`src/include/aio_pkg.sv`:
```
// Behaviour
// - Register select high picks result register, low config register.
// - Before a read, serial out stays high until a new result, then low.
// - Three channel-select lines pick exactly one of eight inputs.
// - Eight independent channels, each giving a 24-bit result.
// - Bipolar, gain one: top all ones, bottom all zeros, zero mid-code.
// - Gain 1 to 128 in powers of two divides the input range.
// - Recommended setup gives 250 results per second on the chosen channel.
// - Four converter output channels of 14 bits each.
// - Each relay is on only while its line is driven low.
// - Mode line driven high selects RS485, otherwise RS232.
// - In RS485 mode the direction line high transmits, low receives.
// - Each of eight LEDs lights only while its line is driven low.
package aio_pkg;
    localparam int CLK_HZ      = 125_000_000;
    localparam int RATE_HZ     = 250;
    localparam int CONV_CYCLES = CLK_HZ / RATE_HZ;
    localparam int WORD_BITS   = 24;
    localparam int SHORT_BITS  = 16;
    localparam int CHANNELS    = 8;
    localparam int DAC_CHANS   = 4;
    localparam int DAC_BITS    = 14;
    localparam int DAC_FRAME   = 16;
    localparam int GAIN_LSB    = 18;
    localparam int WL_BIT      = 15;
    localparam int UNI_BIT     = 12;
    localparam logic [23:0] CFG_RESET = 24'h008000;
    localparam logic [23:0] MID_CODE  = 24'h800000;
    localparam logic [7:0] OFS_CTRL   = 8'h00;
    localparam logic [7:0] OFS_STATUS = 8'h04;
    localparam logic [7:0] OFS_CONFIG = 8'h08;
    localparam logic [7:0] OFS_LINES  = 8'h0C;
    localparam logic [7:0] OFS_SAMPLE = 8'h20;
    localparam logic [7:0] OFS_DAC    = 8'h40;
    localparam logic       CTRL_RESET = 1'b1;

    typedef enum logic [1:0] {
        ST_IDLE  = 2'b00,
        ST_READ  = 2'b01,
        ST_WRITE = 2'b10
    } xfer_t;

    typedef struct packed {
        logic sclk;
        logic regSel;
        logic read_frame_sync_n;
        logic write_frame_sync_n;
        logic hostData;
    } adcPins_t;

    typedef struct packed {
        logic sclk;
        logic data;
        logic latch_n;
    } dacPins_t;

    typedef struct packed {
        logic [1:0] relayLvl;
        logic [1:0] relayDrv;
        logic [7:0] ledLvl;
        logic [7:0] ledDrv;
        logic       modeLvl;
        logic       modeDrv;
        logic       dirLvl;
        logic       dirDrv;
        logic       enLvl;
        logic       enDrv;
    } ctlPins_t;
endpackage

```
`src/logic/analog_io_board_control.sv`:
```
// Decided for this implementation: the register addresses and the APB slave port.
`timescale 1ns/1ps
module analog_io_board_control
    import aio_pkg::*;
#(
    parameter int CONV_P = CONV_CYCLES
) (
    input  wire logic        mclk,
    input  wire logic        reset_n,
    input  wire logic        psel,
    input  wire logic        penable,
    input  wire logic        pwrite,
    input  wire logic [7:0]  paddr,
    input  wire logic [31:0] pwdata,
    output logic      [31:0] prdata,
    output logic             pready,
    output logic             pslverr,
    input  wire adcPins_t    adcPins,
    input  wire logic [2:0]  chan_sel,
    output logic             adc_serial_out,
    input  wire dacPins_t    dacPins,
    input  wire ctlPins_t    ctlPins,
    output logic [DAC_CHANS-1:0][DAC_BITS-1:0] dacCode,
    output logic             dacOutOn,
    output logic [1:0]       relayOn,
    output logic [7:0]       ledOn,
    output logic             rs485Sel,
    output logic             txEnable,
    output logic             rxEnable
);
    localparam int CW = $clog2(CONV_P + 1);

    logic [23:0]   sample_r [CHANNELS];
    logic          convEn_r, convEn_nxt;
    logic [CW-1:0] cnt_r, cnt_nxt;
    logic          tick;
    logic [23:0]   result_r, result_nxt, code;
    logic          ready_r, ready_nxt;
    xfer_t         st_r, st_nxt;
    logic [23:0]   shift_r, shift_nxt, cfg_r, cfg_nxt;
    logic [4:0]    bits_r, bits_nxt, width;
    logic          sclkPrev_r, sdo_nxt;
    logic          rise, fall, startRd;
    logic [DAC_FRAME-1:0] dShift_r;
    logic          dClkPrev_r, dLatchPrev_r, dLoad;
    logic [10:0]   lines_nxt, lines_r;
    logic [31:0]   rdata;
    logic          hit;

    // Sample values stand for the analog inputs, one per channel
    always_ff @(posedge mclk or negedge reset_n) begin
        if (!reset_n) begin
            for (int i = 0; i < CHANNELS; i++) sample_r[i] <= 24'h000000;
            convEn_r <= CTRL_RESET;
        end else begin
            convEn_r <= convEn_nxt;
            if (psel && penable && pwrite && paddr[7:5] == OFS_SAMPLE[7:5])
                sample_r[paddr[4:2]] <= pwdata[23:0];
        end
    end

    // APB: no wait states; unmapped addresses answer with an error
    always_comb begin
        convEn_nxt = convEn_r;
        if (psel && penable && pwrite && paddr == OFS_CTRL)
            convEn_nxt = pwdata[0];
        hit   = 1'b1;
        rdata = 32'h00000000;
        if (paddr == OFS_CTRL)
            rdata = {31'h0, convEn_r};
        else if (paddr == OFS_STATUS)
            rdata = {24'h000000, 1'b0, chan_sel, st_r, 1'b0, ready_r};
        else if (paddr == OFS_CONFIG)
            rdata = {8'h00, cfg_r};
        else if (paddr == OFS_LINES)
            rdata = {20'h00000, dacOutOn, lines_r};
        else if (paddr[7:5] == OFS_SAMPLE[7:5])
            rdata = {8'h00, sample_r[paddr[4:2]]};
        else if (paddr[7:4] == OFS_DAC[7:4])
            rdata = {18'h0, dacCode[paddr[3:2]]};
        else
            hit = 1'b0;
    end
    assign pready  = 1'b1;
    assign pslverr = psel && penable && !hit;
    assign prdata  = rdata;

    // Gain scaling and output coding of the selected channel
    always_comb begin
        logic signed [31:0] s;
        logic signed [31:0] u;
        s = 32'($signed(sample_r[chan_sel])) <<< cfg_r[GAIN_LSB +: 3];
        u = s <<< 1;
        code = 24'h000000;
        if (!cfg_r[UNI_BIT]) begin
            if (s > 32'sh007FFFFF)
                code = 24'h7FFFFF ^ MID_CODE;
            else if (s < -32'sh00800000)
                code = MID_CODE;
            else
                code = s[23:0] ^ MID_CODE;
        end else if (u > 32'sh00FFFFFF)
            code = 24'hFFFFFF;
        else if (u > 32'sh00000000)
            code = u[23:0];
    end

    // Conversion pacing; result taken from whichever channel is selected
    assign tick = convEn_r && cnt_r == CW'(CONV_P - 1);
    assign startRd = st_r == ST_IDLE && !adcPins.read_frame_sync_n;
    always_comb begin
        cnt_nxt    = convEn_r ? (tick ? '0 : cnt_r + 1'b1) : '0;
        result_nxt = tick ? code : result_r;
        ready_nxt  = ready_r;
        if (startRd && adcPins.regSel)
            ready_nxt = 1'b0;
        if (tick)
            ready_nxt = 1'b1;
    end
    always_ff @(posedge mclk or negedge reset_n) begin
        if (!reset_n) begin
            cnt_r    <= '0;
            result_r <= 24'h000000;
            ready_r  <= 1'b0;
        end else begin
            cnt_r    <= cnt_nxt;
            result_r <= result_nxt;
            ready_r  <= ready_nxt;
        end
    end

    // Serial transactions, framed by the host
    // No synchroniser on these pins: the host holds each level two cycles
    assign rise  = adcPins.sclk && !sclkPrev_r;
    assign fall  = !adcPins.sclk && sclkPrev_r;
    assign width = cfg_r[WL_BIT] ? 5'(WORD_BITS) : 5'(SHORT_BITS);
    always_comb begin
        st_nxt    = st_r;
        shift_nxt = shift_r;
        bits_nxt  = bits_r;
        cfg_nxt   = cfg_r;
        unique case (st_r)
            ST_IDLE: begin
                bits_nxt = 5'h00;
                if (!adcPins.read_frame_sync_n) begin
                    st_nxt    = ST_READ;
                    shift_nxt = adcPins.regSel ? result_r : cfg_r;
                end else if (!adcPins.write_frame_sync_n) begin
                    st_nxt = ST_WRITE;
                end
            end
            ST_READ: begin
                if (fall && bits_r < width) begin
                    shift_nxt = {shift_r[22:0], 1'b0};
                    bits_nxt  = bits_r + 5'h01;
                end
                if (adcPins.read_frame_sync_n)
                    st_nxt = ST_IDLE;
            end
            ST_WRITE: begin
                if (rise && bits_r < width) begin
                    shift_nxt = {shift_r[22:0], adcPins.hostData};
                    bits_nxt  = bits_r + 5'h01;
                    // Short words land in the top bits, low byte kept
                    if (bits_r == width - 5'h01 && !adcPins.regSel)
                        cfg_nxt = cfg_r[WL_BIT]
                            ? {shift_r[22:0], adcPins.hostData}
                            : {shift_r[14:0], adcPins.hostData,
                               cfg_r[7:0]};
                end
                if (adcPins.write_frame_sync_n)
                    st_nxt = ST_IDLE;
            end
            default: st_nxt = ST_IDLE;
        endcase
        sdo_nxt = st_nxt == ST_READ ? shift_nxt[23] : !ready_nxt;
    end
    always_ff @(posedge mclk or negedge reset_n) begin
        if (!reset_n) begin
            st_r           <= ST_IDLE;
            shift_r        <= 24'h000000;
            bits_r         <= 5'h00;
            cfg_r          <= CFG_RESET;
            sclkPrev_r     <= 1'b0;
            adc_serial_out <= 1'b1;
        end else begin
            st_r           <= st_nxt;
            shift_r        <= shift_nxt;
            bits_r         <= bits_nxt;
            cfg_r          <= cfg_nxt;
            sclkPrev_r     <= adcPins.sclk;
            adc_serial_out <= sdo_nxt;
        end
    end

    // Output converter: two address bits then 14 data bits, MSB first
    assign dLoad = !dacPins.latch_n && dLatchPrev_r;
    always_ff @(posedge mclk or negedge reset_n) begin
        if (!reset_n) begin
            dShift_r     <= '0;
            dClkPrev_r   <= 1'b0;
            dLatchPrev_r <= 1'b1;
        end else begin
            dClkPrev_r   <= dacPins.sclk;
            dLatchPrev_r <= dacPins.latch_n;
            if (dacPins.sclk && !dClkPrev_r)
                dShift_r <= {dShift_r[DAC_FRAME-2:0], dacPins.data};
        end
    end
    for (genvar g = 0; g < DAC_CHANS; g++) begin : gDac
        logic [DAC_BITS-1:0] code_nxt;
        always_comb begin
            code_nxt = dacCode[g];
            if (dLoad && dShift_r[DAC_FRAME-1 -: 2] == 2'(g))
                code_nxt = dShift_r[DAC_BITS-1:0];
        end
        always_ff @(posedge mclk or negedge reset_n) begin
            if (!reset_n)
                dacCode[g] <= '0;
            else
                dacCode[g] <= code_nxt;
        end
    end

    // Undriven lines count as inactive, as after power-up
    always_comb begin
        lines_nxt[1:0]  = ctlPins.relayDrv & ~ctlPins.relayLvl;
        lines_nxt[9:2]  = ctlPins.ledDrv & ~ctlPins.ledLvl;
        lines_nxt[10]   = ctlPins.modeDrv && ctlPins.modeLvl;
    end
    always_ff @(posedge mclk or negedge reset_n) begin
        if (!reset_n) begin
            lines_r  <= 11'h000;
            dacOutOn <= 1'b0;
            txEnable <= 1'b0;
            rxEnable <= 1'b0;
        end else begin
            lines_r  <= lines_nxt;
            dacOutOn <= ctlPins.enDrv && !ctlPins.enLvl;
            txEnable <= lines_nxt[10] && ctlPins.dirDrv
                        && ctlPins.dirLvl;
            rxEnable <= lines_nxt[10]
                        && !(ctlPins.dirDrv && ctlPins.dirLvl);
        end
    end
    assign relayOn  = lines_r[1:0];
    assign ledOn    = lines_r[9:2];
    assign rs485Sel = lines_r[10];
endmodule

```
`config.mk`:
```
export PLATFORM = sky130hd
export DESIGN_NAME = analog_io_board_control
export DESIGN_NICKNAME = d
export VERILOG_FILES = /design/src/include/aio_pkg.sv /design/src/logic/analog_io_board_control.sv
export SDC_FILE = /design/constraint.sdc
export NUM_CORES = 1
export LEC_CHECK = 0
export BUFFER_PORTS_ARGS = -buffer_cell sky130_fd_sc_hd__buf_2
export CAP_MARGIN = 20
export CORE_UTILIZATION = 59
export CTS_BUF_LIST = sky130_fd_sc_hd__clkbuf_4 sky130_fd_sc_hd__clkbuf_8 sky130_fd_sc_hd__clkbuf_16
export CTS_CLUSTER_DIAMETER = 200
export CTS_CLUSTER_SIZE = 28
export DETAILED_ROUTE_END_ITERATION = 10
export PLACE_DENSITY_LB_ADDON = 0.2
export SLEW_MARGIN = 10
export SYNTH_ARGS = -nofsm -noshare
export SYNTH_HDL_FRONTEND = slang
export SYNTH_SLANG_ARGS = --single-unit
```
`constraint.sdc`:
```
create_clock -name mclk -period 5.5 [get_ports mclk]
set_input_delay 0.825 -clock mclk [delete_from_list [all_inputs] [get_ports mclk]]
set_output_delay 0.825 -clock mclk [all_outputs]
set_load 0.02 [all_outputs]
```
# Word level (Yosys, flattened, before mapping)
# Cells that the tools add are included.
[word_totals]
register_bits = 382
latch_bits = 0
ram_bits = 0
mem_bits_ro = 0
out_inout_bits = 105
word_cells = 159
memories = 0
[classes]
addsub = 3
mul = 0
div = 0
magnitude_cmp = 9
eq_ne = 16
shifts = 1
mux = 48
bitwise_logic = 7
reduce_logical = 44
[op_table]
columns = ["op", "count"]
rows = [
  ["$mux W24", 18],
  ["$bwmux W192", 1],
  ["$bmux W24 S3", 2],
  ["$demux W24 S3", 1],
  ["$pmux W24 S3", 1],
  ["$mux W32", 2],
  ["$mux W19", 2],
  ["$gt A32 B1 Y1 const B", 1],
  ["$gt A32 B24 Y1 const B", 1],
  ["$gt A32 B25 Y1 const B", 1],
  ["$lt A32 B24 Y1 const B", 1],
  ["$sshl A24 B3 Y32", 1],
  ["$bmux W14 S2", 1],
  ["$mux W14", 2],
  ["$logic_and A1 B1 Y1", 26],
  ["$add A19 B1 Y19 const B", 1],
  ["$eq A19 B19 Y1 const B", 1],
  ["$eq A8 B4 Y1 const B", 2],
  ["$pmux W5 S3", 1],
  ["$logic_not A1 Y1", 10],
  ["$mux W5", 2],
  ["$mux W1", 9],
  ["$and A8 B8 Y8", 1],
  ["$eq A8 B3 Y1 const B", 1],
  ["25 further kinds", 39],
]

# Logic depth before layout (Yosys ltp)
[logic_depth]
word_depth = 9
ltp_mapped = 12
mapped_depth_nobuf = 9

# Worst setup path after synthesis
# No wires, ideal clock.
[synth_path]
path_type = "input -> output"
from = "input paddr[2]"
to = "output prdata[10]"
arrival_ps = 3207
slack_ps = 1468
cell_stages = 8
n_path_buf = 6
cell_sequence = "clkbuf_1 > buf_2 > buf_2 > buf_2 > clkbuf_1 > buf_2 > mux2i_1 > o31ai_1"
[synth_between]
elab_chain_cells = 9
[synth_rtl]
columns = ["element", "line_no", "rtl"]
rows = [
  ["start, declared", "analog_io_board_control.sv:13", "input wire logic [7:0] paddr,"],
  ["$not A3 Y4 (not written as such)", "analog_io_board_control.sv:78", "rdata = {8'h00, sample_r[paddr[4:2]]};"],
  ["$bmux W24 S3", "analog_io_board_control.sv:78", ""],
  ["$mux W24 (not written as such) (2 in series)", "analog_io_board_control.sv:78", ""],
  ["$mux W24", "analog_io_board_control.sv:77", "else if (paddr[7:5] == OFS_SAMPLE[7:5])"],
  ["$mux W24", "analog_io_board_control.sv:75", "else if (paddr == OFS_LINES)"],
  ["$mux W24", "analog_io_board_control.sv:73", "else if (paddr == OFS_CONFIG)"],
  ["$mux W32", "analog_io_board_control.sv:71", "else if (paddr == OFS_STATUS)"],
  ["$mux W32 *", "analog_io_board_control.sv:69", "if (paddr == OFS_CTRL)"],
  ["end, declared", "analog_io_board_control.sv:15", "output logic [31:0] prdata,"],
]
# Every way passes the cells marked *; elsewhere a longest branch is shown, timed or not. The select of a mux whose other input is x is not followed.

# Worst setup path after layout
[layout_path]
from = "input paddr[2]"
to = "output prdata[0]"
# The elaborated chain is that of the path after synthesis.

==> results.yml <==
sta:
  maxSlewViolCount: 0
  hold_viol: 0
  min_period_ps: 4200
  worstMarginPinSlew_ps: 1140
  hold_slack_ps: 334
  setup_ws_ps: 1300
  clock.fmax_mhz: 238
  rsz0062_at_grt: "no"
  setup_violations: 0
  finClkSkew_ps: 40.3
  slew_headroom: 0.236
  fin_crit_sh: 0.764
  tns_ps: 0
drt:
  wirelength_mm: 54.4
  detail_route.vias_per_cell: 6.58
  drtPass1Iterations: 7
  antenna_left: 0
  wire_per_inst_um: 25.4
  vias: 14119
  drt-initial-drc-count: 1358
  drc: 0
synthesis:
  synth-adder-area-share: 0.00490
  synthXorXnorAreaFrac: 0.00687
  ys_seq_area_frac: 0.469
  synth_flop_cell: "dfrtp_1"
  synthSimpleGateAreaFrac: 0.0704
  synth_area_leaders: "dfrtp_1 (46%), mux2_2 (17%), mux4_2 (12%), mux2i_1 (5.1%), nor2_1 (1.9%)"
  netlist.area_leader.share: 0.464
  synth_compound_area_frac: 0.0737
  synth.distinct_cells: 68
  ys_async_sr_fraction: 1.00
  syn_inst: 1584
  synth.mux.area_fraction: 0.345
  synth_edf_count: 0
  postSynthAreaPerCell_um2: 12.9
  yosysWarnings: 0
  synth_top_family_by_area: "multiplexers"
  syn_area_mm2: 0.0204
  synth_seq_cells: 382
  synth_area_leader_cell: "dfrtp_1"
cells_and_area:
  layout_common_cells: "dfrtp_1 (378), mux2_2 (309), buf_2 (165)"
  area_growth_pct: 8.50
  layoutNonFillerInstCount: 2145
  drive_gt1_frac: 0.397
  antenna_cells: 0
  finalInstanceArea_mm2: 0.0221
  final_nets: 1783
  final_common_cell: "dfrtp_1"
power_and_ir_drop:
  power_density_mw_per_mm2: 286
  leakage_uw: 0.0101
  power.switching_uw: 2040
  p_int_uw: 4300
  netSwitchingFraction: 0.322
  combPwrFrac: 0.228
  power_frac_seq: 0.535
  ir_drop_mv: 0.291
  p_clk_frac: 0.237
clocking:
  cts_tree: "yes"
  clock_path_buffers: 3
  post-cts-setup-buffers: 0
  cts_resized: 0
  numCtsBuffers: 17
  cts_root_buf: "clkbuf_16"
  htreeDepth: 1
  clkTransAtPathRegs_ps: 110
  numClockSinks: 382
  hold_buffers: 0
  clkLatencyLatePin_ps: 560
place:
  place_congestion: 0.894
  portBuffers: 169
  postPlaceCellArea_mm2: 0.0217
  dpl.cell_count: 2121
  dpl.hpwl_mm: 36.9
  place_ws_ps: 1180
global_routing:
  grt_pass1_vias: 14247
  grt_pass1_wl_mm: 85.5
  grt_max_degree: 143
  grt_antenna_before_repair: 1
  grt_usage: 0.313
  grt_overflow_total: 0
floorplanning:
  initial_utilization: 0.604
  core_area_mm2: 0.0338
  die_w_um: 188
  dieArea_mm2: 0.0353
  io_pins: 187
  rows: 67
  die_h_um: 188
worst_setup_path:
  crit_fanout: 30
  worstPathArrival_ps: 3380
  timing.rr.end: "result_r[20]$_DFFE_PN0P_"
  cp-start-kind: "input pin"
  rr_worst_depth: 7
  cp_num_cells: 8
  crit_top_cell: "buf_4"
  cp_top_family: "buffers and inverters"
  cp_slowest_cell: "mux4_2"
  critPathBufInv: 3
  max_stage_delay_ps: 630
  criticalPathCategory: "in2out"
  reg2reg_from: "cfg_r[19]$_DFFE_PN0P_"
  cp-startpoint: "paddr[2]"
  reg2reg_slack_ps: 2170
  cp.required_ps: 4680
  crit_path_end_kind: "output pin"
  crit_end: "prdata[0]"
  path_cells: "buf_4 -> buf_4 -> mux4_2 -> a221o_1 -> o2bb2ai_1 -> a22oi_1 -> o21ai_0 -> buf_2"
flow_run:
  drv_cap: 0
min_path:
  hold_path.class: "in2async"
outcome:
  status: "complete, no violations"
## registers in the layout, indices dropped and copies added, names as in the netlist, 11 cells and up
| signal | flops |
|---|---|
| cfg_r | 24 |
| sample_r | 192 |
| result_r | 24 |
| lines_r | 11 |
| shift_r | 24 |
| dShift_r | 16 |
| dacCode | 56 |
| cnt_r | 19 |
## worst min path at each step
| stage | to | start | cells after the start | slack, ps |
|---|---|---|---|---|
| 2_1_floorplan | cnt_r[0]$_DFF_PN0_ | cnt_r[0]$_DFF_PN0_ | 1 | 450 |
| 3_3_place_gp | cnt_r[0]$_DFF_PN0_ | cnt_r[0]$_DFF_PN0_ | 1 | 470 |
| 3_5_place_dp | cnt_r[0]$_DFF_PN0_ | cnt_r[0]$_DFF_PN0_ | 1 | 480 |
| 4_1_cts | dClkPrev_r$_DFF_PN0_ | dacPins[2] | 1 | 390 |
| 5_1_grt | dClkPrev_r$_DFF_PN0_ | dacPins[2] | 1 | 390 |
| 6_report | sample_r[76]$_DFFE_PN0P_ | reset_n | 1 | 330 |
## per-stage QoR
stage / power [µW] / utilization
CTS: 6350 / 0.655
global route: 6590 / 0.655
global placement: 4800 / 0.641
floorplan: 4300 / -
finish: 6340 / 0.655
detailed placement: 4880 / 0.641
## power groups by stage
stage | Combinational [µW] | Sequential, µW | Clock (µW)
finish | 1450 | 3390 | 1500
global route | 1540 | 3430 | 1620
CTS | 1440 | 3380 | 1530
detailed placement | 1440 | 3440 | 0
global placement | 1400 | 3410 | 0
floorplan | 816 | 3480 | 0
## cells by family after synthesis
group                      Yosys count
other                                2
DFF                                382
muxes                              524
xor gates and xnor gates            16
adders and majority gates            8
and+or+nand+nor                    301
AOI/OAI and AO/OA                  215
buffers and inverters              136
## worst reg2reg max path, cell delays in order, from the launching register on
cell and delay (ps):
dfrtp_1 360, buf_4 340, clkinv_1 550, mux4_2 670
o41ai_2 550, a31oi_4 270, a211oi_1 330, o32a_1 220
## synth_stat cells, types with 9 or more instances
master,count
dfrtp_1,378
mux2_2,309
mux4_2,106
nor2_1,105
mux2i_1,103
clkbuf_1,84
nand2_1,81
a21oi_1,44
o21ai_0,36
o31ai_1,32
a22oi_1,28
nor2b_1,19
nand2b_1,18
nand3_1,17
o32a_1,15
buf_2,13
inv_1,13
buf_4,12
o221ai_1,11
o22ai_1,10
xor2_1,10
nor3_1,9
## layer usage
metal,track usage,vias to the layer above,part of all wire
met2,0.502,524,0.49
li1,-,6126,-
met1,0.437,7363,0.41
met5,0,-,0.00020
met4,0.109,2,0.035
met3,0.0475,104,0.065
## area by class of cell
| cell class | instances | area, µm² |
|---|---|---|
| fillers | 2501 | 11600 |
| flip-flops and latches | 382 | 9560 |
| clock buffers | 21 | 455 |
| clock inverters | 2 | 20.0 |
| multi-input cells | 1073 | 10300 |
| repair buffers | 204 | 1160 |
| well taps | 448 | 561 |
| inverters | 15 | 56.3 |
(Power assumes the default switching activity.)
